==> src/verilog/pei_pkg.sv <==
// Constants for the pin edge interrupt and pad input block
// Summary of operation
// - Reading the pad level register returns the present level of the seven pads in bits 6:0.
// - Bit 7 of the pad level register always reads as zero.
// - After reset the pad level register shows zero on top and the sampled pad levels below.
// - A pad's weak pull-up is on when its drive latch bit is 1 and off when it is 0.
// - A line's flag sets on a falling pin edge if its sense bit is 1, on a rising edge if 0.
// - Any flag at 1, even one written to 1, requests an interrupt when its enable is 1.
// - A set flag stays set until written to zero or reset, whatever further edges do.
// - The request persists while an enabled flag is set, so firmware must clear it.
// - Enable bits at 1 let a line's flag interrupt, at 0 they block it while the flag still records; the event summary still interrupts when its mask bit is 1.
// - The low flag and low enable registers hold lines 7:0 in bits 7:0.
// - The high flag register holds lines 11:8 in bits 3:0.
// - Bits 7:4 of the high flag register always read as zero.
// - Every reset clears the low flag, low enable and high flag registers.
// - The high enable register holds the enables of lines 11:8 in bits 3:0.
package pei_pkg;

    // Geometry
    localparam int PEI_NUM_LINES = 12;
    localparam int PEI_LO_LINES = 8;
    localparam int PEI_HI_LINES = 4;
    localparam int PEI_PAD_BITS = 7;
    localparam int PEI_EVT_BITS = 2;

    // Register indices; byte address is four times the index
    localparam logic [5:0] PEI_IDX_DRIVE = 6'h01;
    localparam logic [5:0] PEI_IDX_PAD1 = 6'h03;
    localparam logic [5:0] PEI_IDX_FLAGS_LO = 6'h04;
    localparam logic [5:0] PEI_IDX_EN_LO = 6'h05;
    localparam logic [5:0] PEI_IDX_FLAGS_HI = 6'h06;
    localparam logic [5:0] PEI_IDX_EN_HI = 6'h07;
    localparam logic [5:0] PEI_IDX_SENSE_LO = 6'h0a;
    localparam logic [5:0] PEI_IDX_SENSE_HI = 6'h0b;
    localparam logic [5:0] PEI_IDX_EVT_STAT = 6'h0c;
    localparam logic [5:0] PEI_IDX_EVT_MASK = 6'h0d;

    // Event status bit positions
    localparam int PEI_EVT_LO_POS = 0;
    localparam int PEI_EVT_HI_POS = 1;

    // Reset values
    localparam logic [6:0] PEI_DRIVE_RST = 7'h7f;
    localparam logic [7:0] PEI_FLAGS_LO_RST = 8'h00;
    localparam logic [7:0] PEI_EN_LO_RST = 8'h00;
    localparam logic [3:0] PEI_FLAGS_HI_RST = 4'h0;
    localparam logic [3:0] PEI_EN_HI_RST = 4'h0;
    localparam logic [7:0] PEI_SENSE_LO_RST = 8'h00;
    localparam logic [3:0] PEI_SENSE_HI_RST = 4'h0;
    localparam logic [1:0] PEI_EVT_RST = 2'h0;

    // Edges ignored until the synchroniser holds real pin samples
    localparam logic [1:0] PEI_PRIME_CYCLES = 2'h3;

endpackage

==> src/verilog/pei_edge_if.sv <==
// Synchronised level and edge pulses passed from the edge detector
`timescale 1ns/1ps
interface pei_edge_if #(parameter int WIDTH = 12);
    logic [WIDTH-1:0] level;
    logic [WIDTH-1:0] rise;
    logic [WIDTH-1:0] fall;

    modport src (output level, output rise, output fall);
    modport dst (input level, input rise, input fall);
endinterface

==> src/verilog/pei_edge_detect.sv <==
// Two-stage pin synchroniser with rising and falling edge detection
`timescale 1ns/1ps
module pei_edge_detect
    import pei_pkg::*;
#(
    parameter int WIDTH = 12
) (
    // Clock and reset
    input wire logic clk,
    input wire logic rst_n,
    // Asynchronous pins
    input wire logic [WIDTH-1:0] pin_in,
    // Synchronised results
    pei_edge_if.src edge_o
);

    logic [WIDTH-1:0] sync1_reg;
    logic [WIDTH-1:0] sync2_reg;
    logic [WIDTH-1:0] prev_reg;
    logic [1:0] prime_reg;
    logic armed;

    genvar i;
    generate
        for (i = 0; i < WIDTH; i++) begin : g_bit
            always_ff @(posedge clk or negedge rst_n) begin
                if (!rst_n) begin
                    sync1_reg[i] <= 1'b0;
                    sync2_reg[i] <= 1'b0;
                    prev_reg[i] <= 1'b0;
                end else begin
                    sync1_reg[i] <= pin_in[i];
                    sync2_reg[i] <= sync1_reg[i];
                    prev_reg[i] <= sync2_reg[i];
                end
            end
        end
    endgenerate

    // Suppress spurious edges while the pipeline fills after reset
    always_ff @(posedge clk or negedge rst_n) begin
        if (!rst_n) begin
            prime_reg <= 2'h0;
        end else if (prime_reg != PEI_PRIME_CYCLES) begin
            prime_reg <= prime_reg + 2'h1;
        end
    end

    assign armed = (prime_reg == PEI_PRIME_CYCLES);
    assign edge_o.level = sync2_reg;
    assign edge_o.rise = armed ? (sync2_reg & ~prev_reg) : '0;
    assign edge_o.fall = armed ? (~sync2_reg & prev_reg) : '0;

    sync_rise_a: assert property (
        @(posedge clk) disable iff (!rst_n)
        ((edge_o.rise & $past(pin_in, 2) & ~$past(pin_in, 3)) == edge_o.rise))
        else $error("rise pulse without a two-stage synchronised pin rise");

    sync_fall_a: assert property (
        @(posedge clk) disable iff (!rst_n)
        ((edge_o.fall & ~$past(pin_in, 2) & $past(pin_in, 3)) == edge_o.fall))
        else $error("fall pulse without a two-stage synchronised pin fall");

endmodule

==> src/verilog/pei_pin_edge_irq.sv <==
// Twelve-line edge interrupt controller and pad group 1 input register
//
// Added by the designer: the Avalon-MM interface to the registers.
`timescale 1ns/1ps
module pei_pin_edge_irq
    import pei_pkg::*;
(
    // Clock and reset
    input wire logic CLK,
    input wire logic RST_N,
    // Avalon-MM slave
    input wire logic [7:0] AVS_ADDRESS,
    input wire logic AVS_READ,
    input wire logic AVS_WRITE,
    input wire logic [31:0] AVS_WRITEDATA,
    input wire logic [3:0] AVS_BYTEENABLE,
    output logic [31:0] AVS_READDATA,
    output logic AVS_WAITREQUEST,
    // External interrupt pins
    input wire logic [PEI_NUM_LINES-1:0] IRQ_PIN,
    // Pad group 1
    input wire logic [PEI_PAD_BITS-1:0] PAD1_PIN,
    output logic [PEI_PAD_BITS-1:0] PAD1_PULLUP_EN,
    // Interrupt request to the core
    output logic IRQ
);

    pei_edge_if #(.WIDTH(PEI_NUM_LINES)) line_if ();
    pei_edge_if #(.WIDTH(PEI_PAD_BITS)) pad_if ();

    logic [5:0] idx;
    logic wr_lane;
    logic rd_first;
    logic rd_done;
    logic rd_ack_reg;
    logic [31:0] readdata_reg;
    logic [7:0] rd_mux;

    logic [PEI_PAD_BITS-1:0] drive_reg;
    logic [7:0] flags_lo_reg;
    logic [7:0] flags_lo_next;
    logic [7:0] en_lo_reg;
    logic [3:0] flags_hi_reg;
    logic [3:0] flags_hi_next;
    logic [3:0] en_hi_reg;
    logic [7:0] sense_lo_reg;
    logic [3:0] sense_hi_reg;
    logic [PEI_EVT_BITS-1:0] evt_reg;
    logic [PEI_EVT_BITS-1:0] evt_next;
    logic [PEI_EVT_BITS-1:0] evt_mask_reg;
    logic [PEI_EVT_BITS-1:0] evt_set;
    logic [PEI_EVT_BITS-1:0] evt_clr;

    logic [PEI_NUM_LINES-1:0] sense_all;
    logic [PEI_NUM_LINES-1:0] line_edge;
    logic [PEI_NUM_LINES-1:0] flags_all;
    logic [PEI_NUM_LINES-1:0] en_all;

    // Synchronisers for interrupt lines and pads
    pei_edge_detect #(.WIDTH(PEI_NUM_LINES)) u_line_det (
        .clk(CLK),
        .rst_n(RST_N),
        .pin_in(IRQ_PIN),
        .edge_o(line_if.src)
    );

    pei_edge_detect #(.WIDTH(PEI_PAD_BITS)) u_pad_det (
        .clk(CLK),
        .rst_n(RST_N),
        .pin_in(PAD1_PIN),
        .edge_o(pad_if.src)
    );

    // Edge selection per line
    assign sense_all = {sense_hi_reg, sense_lo_reg};
    assign line_edge = (sense_all & line_if.fall) | (~sense_all & line_if.rise);

    assign flags_all = {flags_hi_reg, flags_lo_reg};
    assign en_all = {en_hi_reg, en_lo_reg};

    // Bus decode
    assign idx = AVS_ADDRESS[7:2];
    assign wr_lane = AVS_WRITE & AVS_BYTEENABLE[0];
    assign rd_first = AVS_READ & ~rd_ack_reg;
    assign rd_done = AVS_READ & rd_ack_reg;
    assign AVS_WAITREQUEST = rd_first;
    assign AVS_READDATA = readdata_reg;

    always_comb begin
        case (idx)
            PEI_IDX_DRIVE: rd_mux = {1'b0, drive_reg};
            PEI_IDX_PAD1: rd_mux = {1'b0, pad_if.level};
            PEI_IDX_FLAGS_LO: rd_mux = flags_lo_reg;
            PEI_IDX_EN_LO: rd_mux = en_lo_reg;
            PEI_IDX_FLAGS_HI: rd_mux = {4'h0, flags_hi_reg};
            PEI_IDX_EN_HI: rd_mux = {4'h0, en_hi_reg};
            PEI_IDX_SENSE_LO: rd_mux = sense_lo_reg;
            PEI_IDX_SENSE_HI: rd_mux = {4'h0, sense_hi_reg};
            PEI_IDX_EVT_STAT: rd_mux = {6'h00, evt_reg};
            PEI_IDX_EVT_MASK: rd_mux = {6'h00, evt_mask_reg};
            default: rd_mux = 8'h00;
        endcase
    end

    // Read takes two edges: capture, then release
    always_ff @(posedge CLK or negedge RST_N) begin
        if (!RST_N) begin
            rd_ack_reg <= 1'b0;
        end else begin
            rd_ack_reg <= rd_first;
        end
    end

    always_ff @(posedge CLK or negedge RST_N) begin
        if (!RST_N) begin
            readdata_reg <= 32'h0000_0000;
        end else if (rd_first) begin
            readdata_reg <= {24'h00_0000, rd_mux};
        end
    end

    // Pull-up control latch
    always_ff @(posedge CLK or negedge RST_N) begin
        if (!RST_N) begin
            drive_reg <= PEI_DRIVE_RST;
        end else if (wr_lane && idx == PEI_IDX_DRIVE) begin
            drive_reg <= AVS_WRITEDATA[PEI_PAD_BITS-1:0];
        end
    end

    assign PAD1_PULLUP_EN = drive_reg;

    // Edge flags: write loads, a new edge always wins
    always_comb begin
        flags_lo_next = flags_lo_reg;
        flags_hi_next = flags_hi_reg;
        if (wr_lane && idx == PEI_IDX_FLAGS_LO) begin
            flags_lo_next = AVS_WRITEDATA[7:0];
        end
        if (wr_lane && idx == PEI_IDX_FLAGS_HI) begin
            flags_hi_next = AVS_WRITEDATA[3:0];
        end
    end

    always_ff @(posedge CLK or negedge RST_N) begin
        if (!RST_N) begin
            flags_lo_reg <= PEI_FLAGS_LO_RST;
            flags_hi_reg <= PEI_FLAGS_HI_RST;
        end else begin
            flags_lo_reg <= flags_lo_next | line_edge[PEI_LO_LINES-1:0];
            flags_hi_reg <= flags_hi_next | line_edge[PEI_NUM_LINES-1:PEI_LO_LINES];
        end
    end

    // Enables
    always_ff @(posedge CLK or negedge RST_N) begin
        if (!RST_N) begin
            en_lo_reg <= PEI_EN_LO_RST;
            en_hi_reg <= PEI_EN_HI_RST;
        end else begin
            if (wr_lane && idx == PEI_IDX_EN_LO) begin
                en_lo_reg <= AVS_WRITEDATA[7:0];
            end
            if (wr_lane && idx == PEI_IDX_EN_HI) begin
                en_hi_reg <= AVS_WRITEDATA[3:0];
            end
        end
    end

    // Edge sense selection
    always_ff @(posedge CLK or negedge RST_N) begin
        if (!RST_N) begin
            sense_lo_reg <= PEI_SENSE_LO_RST;
            sense_hi_reg <= PEI_SENSE_HI_RST;
        end else begin
            if (wr_lane && idx == PEI_IDX_SENSE_LO) begin
                sense_lo_reg <= AVS_WRITEDATA[7:0];
            end
            if (wr_lane && idx == PEI_IDX_SENSE_HI) begin
                sense_hi_reg <= AVS_WRITEDATA[3:0];
            end
        end
    end

    // Sticky event summary, cleared by read; only captured bits clear
    assign evt_set[PEI_EVT_LO_POS] = |line_edge[PEI_LO_LINES-1:0];
    assign evt_set[PEI_EVT_HI_POS] = |line_edge[PEI_NUM_LINES-1:PEI_LO_LINES];
    assign evt_clr = (rd_done && idx == PEI_IDX_EVT_STAT) ?
        readdata_reg[PEI_EVT_BITS-1:0] : '0;
    assign evt_next = (evt_reg & ~evt_clr) | evt_set;

    always_ff @(posedge CLK or negedge RST_N) begin
        if (!RST_N) begin
            evt_reg <= PEI_EVT_RST;
        end else begin
            evt_reg <= evt_next;
        end
    end

    always_ff @(posedge CLK or negedge RST_N) begin
        if (!RST_N) begin
            evt_mask_reg <= PEI_EVT_RST;
        end else if (wr_lane && idx == PEI_IDX_EVT_MASK) begin
            evt_mask_reg <= AVS_WRITEDATA[PEI_EVT_BITS-1:0];
        end
    end

    // Level request while any enabled flag stays set
    assign IRQ = (|(flags_all & en_all)) | (|(evt_reg & evt_mask_reg));

    pad_read_a: assert property (
        @(posedge CLK) disable iff (!RST_N)
        (AVS_READ && !AVS_WAITREQUEST && idx == PEI_IDX_PAD1) |->
            (AVS_READDATA[6:0] == $past(pad_if.level)))
        else $error("pad level read does not match sampled pads");

    pad_top_zero_a: assert property (
        @(posedge CLK) disable iff (!RST_N)
        (AVS_READ && !AVS_WAITREQUEST && idx == PEI_IDX_PAD1) |-> (AVS_READDATA[31:7] == '0))
        else $error("pad level reserved bit reads nonzero");

    pullup_follow_a: assert property (
        @(posedge CLK) disable iff (!RST_N)
        (wr_lane && idx == PEI_IDX_DRIVE) |=> (PAD1_PULLUP_EN == $past(AVS_WRITEDATA[6:0])))
        else $error("pull-up enables do not follow drive latch write");

    edge_sets_flag_a: assert property (
        @(posedge CLK) disable iff (!RST_N)
        (|line_edge) |=> ((flags_all & $past(line_edge)) == $past(line_edge)))
        else $error("selected edge did not set its flag");

    flag_irq_a: assert property (
        @(posedge CLK) disable iff (!RST_N)
        (|(flags_all & en_all)) |-> IRQ)
        else $error("enabled flag without interrupt request");

    flag_sticky_a: assert property (
        @(posedge CLK) disable iff (!RST_N)
        !(wr_lane && (idx == PEI_IDX_FLAGS_LO || idx == PEI_IDX_FLAGS_HI)) |=>
            ((flags_all & $past(flags_all)) == $past(flags_all)))
        else $error("flag cleared without a firmware write");

    irq_persist_a: assert property (
        @(posedge CLK) disable iff (!RST_N)
        ((|(flags_all & en_all)) && !wr_lane) |=> IRQ [*1])
        else $error("interrupt dropped while enabled flag still set");

    masked_quiet_a: assert property (
        @(posedge CLK) disable iff (!RST_N)
        (en_all == '0 && evt_mask_reg == '0) |-> !IRQ)
        else $error("interrupt raised with every enable cleared");

    low_flags_read_a: assert property (
        @(posedge CLK) disable iff (!RST_N)
        (AVS_READ && !AVS_WAITREQUEST && idx == PEI_IDX_FLAGS_LO) |->
            (AVS_READDATA[7:0] == $past(flags_lo_reg)))
        else $error("low flag read does not show lines 7 to 0");

    high_flags_read_a: assert property (
        @(posedge CLK) disable iff (!RST_N)
        (AVS_READ && !AVS_WAITREQUEST && idx == PEI_IDX_FLAGS_HI) |->
            (AVS_READDATA[3:0] == $past(flags_all[11:8]) && AVS_READDATA[7:4] == 4'h0))
        else $error("high flag read wrong or reserved bits nonzero");

    read_answer_a: assert property (
        @(posedge CLK) disable iff (!RST_N)
        (AVS_READ && AVS_WAITREQUEST) |=> (AVS_READ |-> !AVS_WAITREQUEST))
        else $error("read not answered on the second edge");

    pad_sync_a: assert property (
        @(posedge CLK) disable iff (!RST_N)
        (RST_N && $past(RST_N) && $past(RST_N, 2)) |-> (pad_if.level == $past(PAD1_PIN, 2)))
        else $error("pad level does not follow the pins");

    reset_clear_a: assert property (
        @(posedge CLK) disable iff (!RST_N)
        !$past(RST_N) |-> (flags_lo_reg == PEI_FLAGS_LO_RST && en_lo_reg == PEI_EN_LO_RST &&
            flags_hi_reg == PEI_FLAGS_HI_RST))
        else $error("flag or enable register not cleared by reset");

    rise_sense_a: assert property (
        @(posedge CLK) disable iff (!RST_N)
        ((line_edge & ~sense_all & ~(line_if.level & ~$past(line_if.level))) == '0))
        else $error("rising-sense line flagged without a rising level");

    fall_sense_a: assert property (
        @(posedge CLK) disable iff (!RST_N)
        ((line_edge & sense_all & ~(~line_if.level & $past(line_if.level))) == '0))
        else $error("falling-sense line flagged without a falling level");

    flag_rise_only_a: assert property (
        @(posedge CLK) disable iff (!RST_N)
        !(wr_lane && (idx == PEI_IDX_FLAGS_LO || idx == PEI_IDX_FLAGS_HI)) |=>
            ((flags_all & ~$past(flags_all)) == ($past(line_edge) & ~$past(flags_all))))
        else $error("flag set without a selected edge");

    flag_load_lo_a: assert property (
        @(posedge CLK) disable iff (!RST_N)
        (wr_lane && idx == PEI_IDX_FLAGS_LO) |=>
            (flags_lo_reg == ($past(AVS_WRITEDATA[7:0]) | $past(line_edge[7:0]))))
        else $error("low flag write not loaded with edges merged");

    flag_load_hi_a: assert property (
        @(posedge CLK) disable iff (!RST_N)
        (wr_lane && idx == PEI_IDX_FLAGS_HI) |=>
            (flags_hi_reg == ($past(AVS_WRITEDATA[3:0]) | $past(line_edge[11:8]))))
        else $error("high flag write not loaded with edges merged");

    en_lo_write_a: assert property (
        @(posedge CLK) disable iff (!RST_N)
        (wr_lane && idx == PEI_IDX_EN_LO) |=> (en_lo_reg == $past(AVS_WRITEDATA[7:0])))
        else $error("low enable write not loaded");

    en_hi_write_a: assert property (
        @(posedge CLK) disable iff (!RST_N)
        (wr_lane && idx == PEI_IDX_EN_HI) |=> (en_hi_reg == $past(AVS_WRITEDATA[3:0])))
        else $error("high enable write not loaded");

    en_hold_a: assert property (
        @(posedge CLK) disable iff (!RST_N)
        !(wr_lane && (idx == PEI_IDX_EN_LO || idx == PEI_IDX_EN_HI)) |=> $stable(en_all))
        else $error("enable changed without a write");

    en_lo_read_a: assert property (
        @(posedge CLK) disable iff (!RST_N)
        (AVS_READ && !AVS_WAITREQUEST && idx == PEI_IDX_EN_LO) |->
            (AVS_READDATA[7:0] == $past(en_lo_reg)))
        else $error("low enable read does not show lines 7 to 0");

    en_hi_read_a: assert property (
        @(posedge CLK) disable iff (!RST_N)
        (AVS_READ && !AVS_WAITREQUEST && idx == PEI_IDX_EN_HI) |->
            (AVS_READDATA[3:0] == $past(en_hi_reg) && AVS_READDATA[7:4] == 4'h0))
        else $error("high enable read wrong or reserved bits nonzero");

    evt_read_a: assert property (
        @(posedge CLK) disable iff (!RST_N)
        (AVS_READ && !AVS_WAITREQUEST && idx == PEI_IDX_EVT_STAT) |->
            (AVS_READDATA[1:0] == $past(evt_reg) && AVS_READDATA[7:2] == 6'h00))
        else $error("event status read does not match status bits");

    evt_sticky_a: assert property (
        @(posedge CLK) disable iff (!RST_N)
        !(rd_done && idx == PEI_IDX_EVT_STAT) |=>
            ((evt_reg & $past(evt_reg)) == $past(evt_reg)))
        else $error("event status cleared without a status read");

    evt_lo_set_a: assert property (
        @(posedge CLK) disable iff (!RST_N)
        (|line_edge[PEI_LO_LINES-1:0]) |=> evt_reg[PEI_EVT_LO_POS])
        else $error("low line edge did not set its event bit");

    evt_hi_set_a: assert property (
        @(posedge CLK) disable iff (!RST_N)
        (|line_edge[PEI_NUM_LINES-1:PEI_LO_LINES]) |=> evt_reg[PEI_EVT_HI_POS])
        else $error("high line edge did not set its event bit");

    pullup_hold_a: assert property (
        @(posedge CLK) disable iff (!RST_N)
        !(wr_lane && idx == PEI_IDX_DRIVE) |=> $stable(PAD1_PULLUP_EN))
        else $error("pull-up enables changed without a drive latch write");

    be_ignored_a: assert property (
        @(posedge CLK) disable iff (!RST_N)
        (AVS_WRITE && !AVS_BYTEENABLE[0]) |=>
            ($stable(en_all) && $stable(sense_all) && $stable(PAD1_PULLUP_EN)))
        else $error("write without its byte lane changed a register");

endmodule

==> config.mk <==
export PLATFORM = sky130hd
export DESIGN_NAME = pei_pin_edge_irq
export DESIGN_NICKNAME = d
export VERILOG_FILES = /design/src/verilog/pei_pkg.sv /design/src/verilog/pei_edge_if.sv /design/src/verilog/pei_edge_detect.sv /design/src/verilog/pei_pin_edge_irq.sv
export SDC_FILE = /design/constraint.sdc
export NUM_CORES = 1
export LEC_CHECK = 0
export ABC_AREA = 1
export ABC_CLOCK_PERIOD_IN_PS = 1600
export BUFFER_PORTS_ARGS = -buffer_cell sky130_fd_sc_hd__buf_2
export CAP_MARGIN = 20
export CORE_ASPECT_RATIO = 0.6
export CORE_MARGIN = 2
export CORE_UTILIZATION = 40
export DETAILED_ROUTE_END_ITERATION = 12
export GPL_ROUTABILITY_DRIVEN = 0
export MAX_ROUTING_LAYER = met4
export PLACE_DENSITY = 0.6
export SLEW_MARGIN = 30
export SYNTH_ARGS = -nofsm -noshare
export SYNTH_HDL_FRONTEND = slang
export SYNTH_HIERARCHICAL = 1
export SYNTH_SLANG_ARGS = --single-unit
==> constraint.sdc <==
create_clock -name CLK -period 1.6 [get_ports CLK]
set_clock_uncertainty 0.05 [all_clocks]
set_input_delay 0.08 -clock CLK [delete_from_list [all_inputs] [get_ports CLK]]
set_output_delay 0.08 -clock CLK [all_outputs]
set_load 0.1 [all_outputs]
==> summary.txt <==
Drt
  • Vias per cell: 4.74
  • DR vias: 3,758
  • Avg WL per Cell: 14.3 um
  • Initial DRC count: about 360
  • Post-DRT Antenna Nets: 0
  • Drt drc: 0
  • Final wirelength: approximately 11,000 um
  • Drt pass-1 iters: 5

Cells and area
  • Final #Nets: between 600 and 700
  • Post-route design area: around 6000 um^2
  • Layout cells sized above 1: 24.2%
  • Non-Filler Instances: just under 800
  • Synth-to-Final Area Change: 25.2%
  • Antenna cells: 0

GRT
  • First-pass GRT wire length: ~18,000 um
  • M2 GR Usage: around 28%
  • Met1 GRT Util: 27.2%
  • Met3 Use GR: under 10%
  • GRT Total Usage: just under 20%
  • GR Overflow Total: 0
  • Top Usage Layer GRT: met2
  • Antenna violations before repair: 0
  • Vias in the first global route: around 3,600
  • Largest net degree at the start of global routing: 38

STA
  • Hold Fails Final Rpt: 0
  • Final Cycle Share: 103%
  • Min Tclk post-route: roughly 1.7 ns
  • RSZ-0062 raised after global routing: yes
  • Setup_tns: -0.0556 ns
  • Final setup violation count: 1
  • Fmax: between 0.6 and 0.7 GHz
  • Slew @ Worst Pin: ~0.5 ns
  • Slew HR: ~66%
  • Max Transition Viols Final: 0
  • Final setup margin: -0.0556 ns

Worst setup path
  • Worst-path maximum fanout: 2
  • Reg2reg path depth: 8
  • Worst EP required: ~1.5 ns
  • Slowest CP cell: dfrtp_1
  • CP peak stage delay: roughly 0.43 ns
  • Critical path class: flop to output pin
  • CP Cell Sequence: nand2_1, nand4_1, nor3_2, nand2_1, buf_12
  • Most frequent CP cell: nand2_1
  • Arrival @ worst endpoint: approximately 1.5 ns
  • CP Launch Type: flop
  • CP Capture Type: output pin

Pwr
  • Sw Ratio: 31.4%
  • Internal power: 4.30 mW
  • Overall power: between 6 and 7 mW
  • Leak pwr: ~3 nW
  • Clock Power Share: roughly a third
  • Worst ir drop on vdd: 0.663 mV
  • Sequential Power Share: about 48%
  • Cell Pwr Density: 1050 nW/um^2
  • P_sw: a little under 2 mW
  • Comb power frac: around 17%

Die
  • Top Ports: ~110
  • Row count: 30
  • Core Area: between 10,000 and 15,000 um^2
  • Die width: 145 um
  • Die height: around 88 um
  • Die area: between 10,000 and 15,000 um^2
  • Initial Util: between 40% and 50%

Clock tree
  • H-tree depth: 3
  • CTS tree: yes
  • Clock root buffer: clkbuf_16
  • Clock-pin slew on the worst setup and hold paths: 0.07 ns
  • Clock latency on the worst-skew pair: 0.35 ns
  • Num CTS Buffers: 9
  • Clock Tree Buf Depth: 2
  • Clock sink count: about 110

Placement
  • Number of port buffers: 54
  • Placed cells: between 700 and 800
  • DPL Wire Length: approximately 8400 um
  • Post-Place Cell Area: 5260 um^2
  • DP Worst Slack: -0.162 ns

Hold path
  • Hold Path Class: input port to flop
  • Hold path cells: 3

Yosys
  • Mapped Cells: 512
  • Post-Syn Area: roughly 4800 um^2
  • Avg Cell Area, Syn: slightly above 9 um^2
  • YS warnings: 6

Outcome
  • Failing checks: negative setup slack
  • Outcome: finished with violations

Run
  • Max-cap violations: 0
placed cells by master (no fill, tap or decap), types with 2 or more instances in the layout:
cell,instances
o21ai_1,28
conb_1,24
clkbuf_16,9
dfstp_2,7
buf_2,52
o21ai_0,19
nand3_1,27
mux2i_1,10
nor2_2,7
dlygate4sd3_1,23
clkinvlp_4,2
inv_6,3
o211ai_1,3
a21oi_1,3
dfrtp_1,101
nand2_1,144
inv_1,39
buf_12,3
nor2_8,2
nand2_2,8
buf_4,32
nor2_1,41
o211ai_2,7
inv_2,5
nand4_1,13
nor2_4,5
buf_6,3
o22ai_1,2
final timing paths:
path                                         start  slack, ns                        end
max reg2reg                u_line_det/prime_reg[0]       0.02                 evt_reg[0]
max in group asynchronous                    RST_N       0.66            evt_mask_reg[0]
min                               AVS_WRITEDATA[6]      0.006          PAD1_PULLUP_EN[6]
min in group asynchronous                    RST_N       0.18   u_line_det/sync1_reg[10]
min reg2reg                 u_pad_det/sync1_reg[3]       0.30  u_pad_det/edge_o.level[3]
max                                     evt_reg[0]      -0.06                        IRQ
metal layers:
| layer | wire, um | part of all wire, % |
|---|---|---|
| met3 | 821 | 7.2 |
| met2 | 4680 | 41 |
| met4 | 93 | 0.82 |
| met1 | 5750 | 51 |
| met5 | 0 | 0 |
critical path: cells and delay by family (launching register included):
family / cells / cell delay (ns)
AND/OR/NAND/NOR: 4 / 0.54
flip-flops: 1 / 0.43
buffers and inverters: 1 / 0.19
through the flow:
step | hold slack [ns] | util (%)
finish | 0.00562 | 52.0
global route | 0.00571 | 52.0
CTS | 0.00292 | 51.2
detailed placement | 0.0248 | 45.9
global placement | 0.0213 | 45.9
floorplan | -0.266 | -
what timing repair did:
| action | 4_1_cts | 5_1_grt |
|---|---|---|
| pin swaps | 4 | 7 |
| gates resized for setup | 9 | 11 |
| endpoints found under the hold margin | 59 | 0 |
| hold buffers | 23 | 0 |
| buffers inserted | 5 | 10 |
| setup endpoints to repair | 9 | 5 |
area by class of cell:
class	instances	area (um^2)
fillers	1029	5490
flip-flops and latches	108	2710
multi-input cells	350	1760
repair buffers	113	825
clock buffers	10	239
well taps	160	200
inverters	45	170
clock inverters	6	52.6
power groups by stage:
| stage | Combinational, mW | Sequential [mW] | Clock (mW) |
|---|---|---|---|
| 3_5_place_dp | 0.987 | 3.04 | 0 |
| 6_report | 1.09 | 2.99 | 2.18 |
| 3_3_place_gp | 0.977 | 3.04 | 0 |
| 2_1_floorplan | 0.617 | 3.17 | 0 |
| 5_1_grt | 1.17 | 3.01 | 2.36 |
| 4_1_cts | 1.08 | 2.99 | 2.23 |
No activity file was read; power rests on OpenSTA's default activity.
